[src/core/wlirq_cfg.svh]
// register offsets, field positions and reset values of the wake-up line unit
`ifndef WLIRQ_CFG_SVH
`define WLIRQ_CFG_SVH

// ----------------------------------------------------------------
// register offsets (byte addresses)
// ----------------------------------------------------------------
`define WLIRQ_OFS_SOFT_FLAGS 8'h1C
`define WLIRQ_OFS_CONTROL 8'h24
`define WLIRQ_OFS_MASK_HIGH 8'h28
`define WLIRQ_OFS_MASK_LOW 8'h2C
`define WLIRQ_OFS_EDGE_HIGH 8'h30
`define WLIRQ_OFS_EDGE_LOW 8'h34
`define WLIRQ_OFS_PEND_HIGH 8'h38
`define WLIRQ_OFS_PEND_LOW 8'h3C

// ----------------------------------------------------------------
// control register fields
// ----------------------------------------------------------------
`define WLIRQ_CTRL_WAKEUP_BIT 0
`define WLIRQ_CTRL_GIE_BIT 1
`define WLIRQ_CTRL_STOP_BIT 2

// ----------------------------------------------------------------
// reset values
// ----------------------------------------------------------------
`define WLIRQ_RST_BYTE 8'h00
`define WLIRQ_RST_LINES 16'h0000

`endif

[src/core/wlirq_pkg.sv]
// types shared by the wake-up line interrupt unit
package wlirq_pkg;

   // ----------------------------------------------------------------
   // stop sequence tracker states
   // ----------------------------------------------------------------
   typedef enum logic [2:0] {
      WLIRQ_SEQ_IDLE = 3'b000,
      WLIRQ_SEQ_ONE = 3'b001,
      WLIRQ_SEQ_ONE_ZERO = 3'b010,
      WLIRQ_SEQ_ZERO = 3'b011,
      WLIRQ_SEQ_STOPPED = 3'b100
   } wlirq_seq_t;

   typedef logic [7:0] wlirq_byte_t;
   typedef logic [15:0] wlirq_lines_t;

   // ----------------------------------------------------------------
   // complete state of the unit
   // ----------------------------------------------------------------
   typedef struct packed {
      wlirq_byte_t soft_irq_flags;
      logic global_irq_enable;
      logic wakeup_mode_select;
      wlirq_lines_t line_mask;
      wlirq_lines_t edge_polarity;
      wlirq_lines_t line_pending;
      wlirq_lines_t sync1;
      wlirq_lines_t sync2;
      wlirq_lines_t prev;
      wlirq_seq_t seq;
      logic seq_abort;
      logic req_gap;
      wlirq_byte_t rdata;
   } wlirq_state_t;

endpackage

[src/core/wlirq_unit.sv]
// wake-up line interrupt unit: 16 edge lines, soft flags, stop entry sequence
`include "wlirq_cfg.svh"

module wlirq_unit (
   input wire logic CORE_CLK,
   input wire logic RST,
   input wire logic [15:0] WAKE_LINES,
   input wire logic IRQ_ACK,
   input wire logic [7:0] ADDR,
   input wire wlirq_pkg::wlirq_byte_t WDATA,
   input wire logic WR,
   input wire logic RD,
   output logic [7:0] RDATA,
   output logic IRQ_REQ,
   output logic STOP_REQ,
   output logic WAKE_EVENT
);
   import wlirq_pkg::*;

   wlirq_state_t st;
   wlirq_state_t next_st;

   logic [15:0] edge_hit;
   logic [15:0] armed;
   logic any_wake;
   logic stop_bit;
   logic stop_ok;
   logic wr_stop;
   logic wr_stop_val;

   // ----------------------------------------------------------------
   // helpers
   // ----------------------------------------------------------------

   // write-zero-to-clear of one pending byte
   function automatic wlirq_byte_t clear_zero(input wlirq_byte_t cur, input wlirq_byte_t wd);
      clear_zero = cur & wd;
   endfunction

   // write strobe to a given offset
   function automatic logic hit(input logic strobe, input logic [7:0] a, input logic [7:0] ofs);
      hit = strobe && (a == ofs);
   endfunction

   // ----------------------------------------------------------------
   // combinational decode of lines and sequence
   // ----------------------------------------------------------------

   // selected edge per line, suppressed during writes to its own polarity byte
   always_comb begin
      for (int i = 0; i < 16; i++) begin
         edge_hit[i] = (st.sync2[i] != st.prev[i])
            && (st.sync2[i] == st.edge_polarity[i]);
      end
      if (hit(WR, ADDR, `WLIRQ_OFS_EDGE_HIGH)) begin
         edge_hit[15:8] = 8'h00;
      end
      if (hit(WR, ADDR, `WLIRQ_OFS_EDGE_LOW)) begin
         edge_hit[7:0] = 8'h00;
      end
   end

   // line qualifiers
   assign armed = st.line_mask & st.line_pending;
   assign any_wake = st.wakeup_mode_select && (|armed);
   assign stop_ok = st.wakeup_mode_select && !(|armed) && (|st.line_mask);
   assign wr_stop = hit(WR, ADDR, `WLIRQ_OFS_CONTROL);
   assign wr_stop_val = WDATA[`WLIRQ_CTRL_STOP_BIT];
   assign stop_bit = (st.seq == WLIRQ_SEQ_ONE) || (st.seq == WLIRQ_SEQ_STOPPED);

   // ----------------------------------------------------------------
   // next state
   // ----------------------------------------------------------------

   // all register, pending and sequence updates
   always_comb begin
      next_st = st;
      next_st.sync1 = WAKE_LINES;
      next_st.sync2 = st.sync1;
      next_st.prev = st.sync2;
      // software writes
      if (hit(WR, ADDR, `WLIRQ_OFS_SOFT_FLAGS)) begin
         next_st.soft_irq_flags = WDATA;
      end
      if (wr_stop) begin
         next_st.global_irq_enable = WDATA[`WLIRQ_CTRL_GIE_BIT];
         next_st.wakeup_mode_select = WDATA[`WLIRQ_CTRL_WAKEUP_BIT];
      end
      if (hit(WR, ADDR, `WLIRQ_OFS_MASK_HIGH)) begin
         next_st.line_mask[15:8] = WDATA;
      end
      if (hit(WR, ADDR, `WLIRQ_OFS_MASK_LOW)) begin
         next_st.line_mask[7:0] = WDATA;
      end
      if (hit(WR, ADDR, `WLIRQ_OFS_EDGE_HIGH)) begin
         next_st.edge_polarity[15:8] = WDATA;
      end
      if (hit(WR, ADDR, `WLIRQ_OFS_EDGE_LOW)) begin
         next_st.edge_polarity[7:0] = WDATA;
      end
      // pending: zero clears, then a new edge sets (set wins)
      if (hit(WR, ADDR, `WLIRQ_OFS_PEND_HIGH)) begin
         next_st.line_pending[15:8] = clear_zero(st.line_pending[15:8], WDATA);
      end
      if (hit(WR, ADDR, `WLIRQ_OFS_PEND_LOW)) begin
         next_st.line_pending[7:0] = clear_zero(st.line_pending[7:0], WDATA);
      end
      next_st.line_pending = next_st.line_pending | edge_hit;
      // partial clear with lines still armed: one low cycle for a fresh edge
      next_st.req_gap = (|(armed & ~next_st.line_pending))
         && (|(next_st.line_pending & st.line_mask));
      // acknowledged interrupt spoils a sequence in progress
      if (IRQ_ACK && (st.seq == WLIRQ_SEQ_ONE || st.seq == WLIRQ_SEQ_ONE_ZERO)) begin
         next_st.seq_abort = 1'b1;
      end
      // stop sequence tracker
      unique case (st.seq)
         WLIRQ_SEQ_IDLE: begin
            if (wr_stop && wr_stop_val) begin
               next_st.seq = WLIRQ_SEQ_ONE;
               next_st.seq_abort = 1'b0;
            end
         end
         WLIRQ_SEQ_ONE: begin
            if (wr_stop && !wr_stop_val) begin
               next_st.seq = WLIRQ_SEQ_ONE_ZERO;
            end
         end
         WLIRQ_SEQ_ONE_ZERO: begin
            if (wr_stop && wr_stop_val) begin
               if (stop_ok && !st.seq_abort && !IRQ_ACK) begin
                  next_st.seq = WLIRQ_SEQ_STOPPED;
               end else begin
                  next_st.seq = WLIRQ_SEQ_IDLE;
               end
            end else if (wr_stop) begin
               next_st.seq = WLIRQ_SEQ_IDLE;
            end
         end
         WLIRQ_SEQ_ZERO: begin
            next_st.seq = WLIRQ_SEQ_IDLE;
         end
         WLIRQ_SEQ_STOPPED: begin
            if (any_wake) begin
               next_st.seq = WLIRQ_SEQ_IDLE;
            end else if (wr_stop && !wr_stop_val) begin
               next_st.seq = WLIRQ_SEQ_IDLE;
            end
         end
         default: begin
            next_st.seq = WLIRQ_SEQ_IDLE;
         end
      endcase
      // read data, one cycle later
      next_st.rdata = 8'h00;
      if (RD) begin
         unique case (ADDR)
            `WLIRQ_OFS_SOFT_FLAGS: next_st.rdata = st.soft_irq_flags;
            `WLIRQ_OFS_CONTROL: next_st.rdata = {5'h00, stop_bit, st.global_irq_enable,
               st.wakeup_mode_select};
            `WLIRQ_OFS_MASK_HIGH: next_st.rdata = st.line_mask[15:8];
            `WLIRQ_OFS_MASK_LOW: next_st.rdata = st.line_mask[7:0];
            `WLIRQ_OFS_EDGE_HIGH: next_st.rdata = st.edge_polarity[15:8];
            `WLIRQ_OFS_EDGE_LOW: next_st.rdata = st.edge_polarity[7:0];
            `WLIRQ_OFS_PEND_HIGH: next_st.rdata = st.line_pending[15:8];
            `WLIRQ_OFS_PEND_LOW: next_st.rdata = st.line_pending[7:0];
            default: next_st.rdata = 8'h00;
         endcase
      end
   end

   // ----------------------------------------------------------------
   // state register
   // ----------------------------------------------------------------

   // asynchronous reset to constants
   always_ff @(posedge CORE_CLK or posedge RST) begin
      if (RST) begin
         st <= '0;
      end else begin
         st <= next_st;
      end
   end

   // ----------------------------------------------------------------
   // outputs
   // ----------------------------------------------------------------

   // level request: a clear of some pending lines with others left armed gives a
   // low cycle, so the channel sees a fresh rising edge
   assign IRQ_REQ = st.global_irq_enable && !st.req_gap
      && ((|armed) || (|st.soft_irq_flags));
   assign STOP_REQ = (st.seq == WLIRQ_SEQ_STOPPED);
   assign WAKE_EVENT = any_wake;
   assign RDATA = st.rdata;

endmodule

[config.mk]
export PLATFORM = sky130hd
export DESIGN_NAME = wlirq_unit
export DESIGN_NICKNAME = d
export VERILOG_FILES = /design/src/core/wlirq_pkg.sv /design/src/core/wlirq_unit.sv
export VERILOG_INCLUDE_DIRS = /design/src /design/src/core
export SDC_FILE = /design/constraint.sdc
export NUM_CORES = 1
export LEC_CHECK = 0
export BUFFER_PORTS_ARGS = -buffer_cell sky130_fd_sc_hd__buf_2
export CAP_MARGIN = 20
export CORE_MARGIN = 3
export CORE_UTILIZATION = 30
export DETAILED_ROUTE_END_ITERATION = 8
export PLACE_DENSITY = 0.55
export SYNTH_ARGS = -nofsm -noshare
export SYNTH_HDL_FRONTEND = slang
export SYNTH_SLANG_ARGS = --single-unit
[constraint.sdc]
create_clock -name CORE_CLK -period 6.13 [get_ports CORE_CLK]
set_input_delay 0.613 -clock CORE_CLK [delete_from_list [all_inputs] [get_ports CORE_CLK]]
set_output_delay 0.613 -clock CORE_CLK [all_outputs]
set_load 0.03 [all_outputs]
==> impl_metrics.prom <==
# TYPE chip_impl_metric gauge
chip_impl_metric{name="pin_count",unit=""} 48
chip_impl_metric{name="cts_max_path_buffers",unit=""} 2
chip_impl_metric{name="starting_density_of_the_core",unit="%"} 30.74
chip_impl_metric{name="row_count",unit=""} 48
chip_impl_info{name="cell_types_with_the_largest_area_share_after_synthesis",value="sky130_fd_sc_hd__dfrtp_1 56%, sky130_fd_sc_hd__nand2_1 7.2%, sky130_fd_sc_hd__mux2_2 5.5%, sky130_fd_sc_hd__a22oi_1 3.2%, sky130_fd_sc_hd__o21ai_0 1.9%"} 1
chip_impl_metric{name="detailed_router_s_first_iteration_violation_count",unit=""} 462
chip_impl_metric{name="peak_freq",unit="GHz"} 0.3607
chip_impl_metric{name="slew-limit-headroom",unit="%"} 40.97
chip_impl_info{name="yosys-top-cells-count",value="119 x sky130_fd_sc_hd__dfrtp_1, 102 x sky130_fd_sc_hd__nand2_1, 26 x sky130_fd_sc_hd__mux2_2"} 1
chip_impl_metric{name="route.vias.total",unit=""} 4199
chip_impl_metric{name="finalSetupViolCount",unit=""} 0
chip_impl_metric{name="report.final.hold_viol_count",unit=""} 0
chip_impl_metric{name="post_synth_inst_count",unit=""} 493
chip_impl_metric{name="die_area",unit="µm²"} 19350
chip_impl_metric{name="global_route.usage.total",unit="%"} 16.26
chip_impl_metric{name="antenna_cells",unit=""} 0
chip_impl_metric{name="max_slew_violation_total_from_the_final_report",unit=""} 0
chip_impl_metric{name="first_pass_iters",unit=""} 6
chip_impl_metric{name="count_of_cell_types_in_the_netlist",unit=""} 60
chip_impl_metric{name="gp_routability_congestion",unit=""} 0.9411
chip_impl_metric{name="critPathRequiredTime",unit="ps"} 5520
chip_impl_metric{name="worstPathMaxFanout",unit=""} 7
chip_impl_info{name="outcome",value="completed"} 1
chip_impl_metric{name="fin_nets",unit=""} 568
chip_impl_metric{name="cts.sink_count",unit=""} 119
chip_impl_info{name="cp-end-kind",value="output port"} 1
chip_impl_metric{name="design_area",unit="µm²"} 6362
chip_impl_metric{name="sw_frac_of_total",unit="%"} 22.16
chip_impl_metric{name="cts.reportedPaths.clkPinSlew",unit="ps"} 60
chip_impl_metric{name="synth.yosys.warnings",unit=""} 0
chip_impl_metric{name="route.detailed.wl_per_inst",unit="µm"} 20.24
chip_impl_metric{name="pre_cts_slack",unit="ps"} 3278
chip_impl_metric{name="grt_start_max_net_pins",unit=""} 62
chip_impl_metric{name="post-route-period-util",unit="%"} 45.22
chip_impl_metric{name="post-route-min-period",unit="ps"} 2772
chip_impl_metric{name="timing_worst_slew_pin_value",unit="ps"} 879.6
chip_impl_metric{name="route.detailed.vias_per_inst",unit=""} 5.467
chip_impl_metric{name="drc",unit=""} 0
chip_impl_metric{name="synthesized_nets",unit=""} 530
chip_impl_metric{name="clkPwrFrac",unit="%"} 53.9
chip_impl_metric{name="fin_hold_ws",unit="ps"} 303.3
chip_impl_metric{name="yosys.area.top_type_share",unit="%"} 56.01
chip_impl_metric{name="drive_gt1_share",unit="%"} 22.65
chip_impl_metric{name="post_route_ant_nets",unit=""} 0
chip_impl_metric{name="syn_to_final_growth",unit="%"} 19.68
chip_impl_metric{name="timing.critical_path.slowest_cell_delay",unit="ps"} 460
chip_impl_metric{name="drv_cap",unit=""} 0
chip_impl_info{name="post-synth-top-count-cell",value="sky130_fd_sc_hd__dfrtp_1"} 1
chip_impl_info{name="list_of_cells_traversed_by_the_critical_path",value="a22oi_1 -> and3_1 -> nand4_1 -> nor3_1 -> a311oi_1 -> buf_2"} 1
chip_impl_metric{name="dpl.cell_count",unit=""} 737
chip_impl_metric{name="skew_final",unit="ps"} 7.017
chip_impl_info{name="cts.root.buffer_cell",value="sky130_fd_sc_hd__clkbuf_16"} 1
chip_impl_metric{name="grt_pass1_vias",unit=""} 4296
chip_impl_info{name="synthDominantAreaCellType",value="sky130_fd_sc_hd__dfrtp_1"} 1
chip_impl_info{name="tritoncts_clock_tree",value="done"} 1
chip_impl_metric{name="total_grt_overflow",unit=""} 0
chip_impl_metric{name="instances_no_fill",unit=""} 768
chip_impl_metric{name="syn-mean-instance-area",unit="µm²"} 10.78
chip_impl_metric{name="clock_latency",unit="ps"} 410
chip_impl_metric{name="core",unit="µm²"} 17300
chip_impl_metric{name="worst_setup_slack_final",unit="ps"} 3358
chip_impl_metric{name="htree_levels",unit=""} 4
chip_impl_info{name="worst_setup_path_start_kind",value="register"} 1
chip_impl_metric{name="setup_total_negative_slack",unit="ps"} 0
chip_impl_metric{name="cts_inserted_buffers",unit=""} 17
chip_impl_metric{name="place_area",unit="µm²"} 5685
chip_impl_metric{name="post_cts_resized",unit=""} 0
chip_impl_info{name="timing.critical_path.slowest_stage_cell",value="sky130_fd_sc_hd__dfrtp_1"} 1
chip_impl_metric{name="die_width",unit="µm"} 139.1
chip_impl_metric{name="share_seq_of_total_power",unit="%"} 40.0
chip_impl_metric{name="io_buffers",unit=""} 47
chip_impl_info{name="worstSetupPathType",value="register to output port"} 1
chip_impl_metric{name="synth.ff_latch_count",unit=""} 119
chip_impl_metric{name="antenna_violations_before_repair",unit=""} 0
chip_impl_metric{name="chipHeight",unit="µm"} 139.1
chip_impl_info{name="synth_flop_cell",value="sky130_fd_sc_hd__dfrtp_1"} 1
chip_impl_metric{name="net-switching-power",unit="µW"} 468.0
chip_impl_info{name="rsz0062_at_grt",value="false"} 1
chip_impl_metric{name="vdd_drop_max",unit="V"} 0.0001870
chip_impl_metric{name="pwr_density_cell",unit="nW/µm²"} 331.9
chip_impl_metric{name="netlist_area",unit="µm²"} 5316
chip_impl_metric{name="synth_enable_flop_cells",unit=""} 0
chip_impl_metric{name="drt_wl_total",unit="µm"} 15550
chip_impl_metric{name="p_leak",unit="µW"} 0.002718
chip_impl_metric{name="async_flop_share",unit="%"} 100.0
chip_impl_metric{name="ys_seq_area_share",unit="%"} 56.01
chip_impl_metric{name="postCtsSetupBuffers",unit=""} 0
chip_impl_metric{name="pwr-share-comb",unit="%"} 6.0
chip_impl_metric{name="timing.critical_path.arrival",unit="ps"} 2160
chip_impl_metric{name="ctsHoldBuffers",unit=""} 0
chip_impl_metric{name="p_int",unit="µW"} 1644
chip_impl_metric{name="grt_first_pass_wirelength",unit="µm"} 24580
chip_impl_info{name="min_path_type",value="input port to register"} 1
chip_impl_metric{name="hpwl",unit="µm"} 10740
==> power by group through the flow <==
stage	Sequential (µW)	Combinational, µW	Clock, µW
2_1_floorplan	847	83.6	0
3_3_place_gp	857	126	0
3_5_place_dp	858	128	0
4_1_cts	844	128	1170
5_1_grt	849	142	1200
6_report	845	127	1140
==> final timing paths <==
check                                      startpoint               endpoint  slack [ps]  cells after the start
worst max-delay path               st[94]$_DFFE_PP0P_                IRQ_REQ        3360                      6
worst min-delay path                    WAKE_LINES[6]  next_st[35]$_DFF_PP0_         300                      1
worst max register to register     st[87]$_DFFE_PP0N_        st[8]$_DFF_PP0_        3870                      6
worst min register to register  next_st[39]$_DFF_PP0_  next_st[23]$_DFF_PP0_         350                      0
max in group asynchronous                         RST  next_st[22]$_DFF_PP0_        4560                      3
min in group asynchronous                         RST       st[72]$_DFF_PP0_         340                      2
==> metrics by stage <==
| stage | power (µW) | utilization (%) |
|---|---|---|
| 5_1_grt | 2189 | 36.78 |
| 3_5_place_dp | 985.9 | 32.87 |
| 4_1_cts | 2138 | 36.78 |
| 6_report | 2112 | 36.78 |
| 3_3_place_gp | 983.1 | 32.87 |
| 2_1_floorplan | 930.5 | - |
==> cell families after synthesis <==
group	count (synthesis)	share of synthesized area [%]
AOI/OAI and AO/OA	109	14.59
xor gates and xnor gates	1	0.1648
buffers and inverters	36	3.460
DFF	119	56.01
muxes	27	5.695
and+or+nand+nor	201	20.08
==> layout make-up <==
cell class	instances	area, µm²
Timing Repair Buffer	48	242.7
Sequential cell	119	2978
Clock inverter	12	224.0
Fill cell	1757	10930
Multi-Input combinational cell	338	2155
Tap cell	225	281.5
Clock buffer	19	452.9
Inverter	7	28.78
==> routing by layer <==
metal	up-vias	part of all wire, %	track usage, %
li1	1879	-	-
met1	2102	45	22.42
met2	181	45	23.96
met3	37	6.4	4.276
met4	0	2.7	7.518
met5	-	0	0
==> state kept, by name, indices dropped and copies added (netlist names) <==
| signal | flops |
|---|---|
| next_st | 32 |
| st | 79 |
| RDATA | 8 |
==> placed cells by master (no fill, tap or decap), types with 3 or more instances in the layout <==
master,Yosys,routed
sky130_fd_sc_hd__bufinv_16,0,6
sky130_fd_sc_hd__and3_1,3,3
sky130_fd_sc_hd__nand3_1,9,9
sky130_fd_sc_hd__clkbuf_16,0,17
sky130_fd_sc_hd__a31oi_1,7,7
sky130_fd_sc_hd__inv_1,7,6
sky130_fd_sc_hd__nor3b_1,3,3
sky130_fd_sc_hd__nand4b_1,3,3
sky130_fd_sc_hd__nand3b_1,6,6
sky130_fd_sc_hd__o22ai_1,11,11
sky130_fd_sc_hd__mux2_2,26,26
sky130_fd_sc_hd__o21ai_0,20,20
sky130_fd_sc_hd__a32oi_1,4,4
sky130_fd_sc_hd__a22o_1,3,3
sky130_fd_sc_hd__nor2b_1,4,4
sky130_fd_sc_hd__nand2b_1,14,14
sky130_fd_sc_hd__nor3_1,5,5
sky130_fd_sc_hd__a222oi_1,8,8
sky130_fd_sc_hd__a41oi_1,4,4
sky130_fd_sc_hd__nand2_2,3,3
sky130_fd_sc_hd__nor4_1,10,10
sky130_fd_sc_hd__a22oi_1,23,23
sky130_fd_sc_hd__a211oi_1,9,9
sky130_fd_sc_hd__nor2_1,13,13
sky130_fd_sc_hd__clkinvlp_4,0,4
sky130_fd_sc_hd__dfrtp_1,119,119
sky130_fd_sc_hd__nand4_1,6,6
sky130_fd_sc_hd__a21oi_1,5,5
sky130_fd_sc_hd__nand2_1,102,102
sky130_fd_sc_hd__buf_2,3,47
==> critical path: cells and delay by family (launching register included) <==
kind | cells | cell delay, ps
AOI/OAI and AO/OA | 2 | 390
DFF | 1 | 460
and+or+nand+nor | 3 | 670
buffers and inverters | 1 | 230
Note: power is estimated with default switching activity, not from simulation.
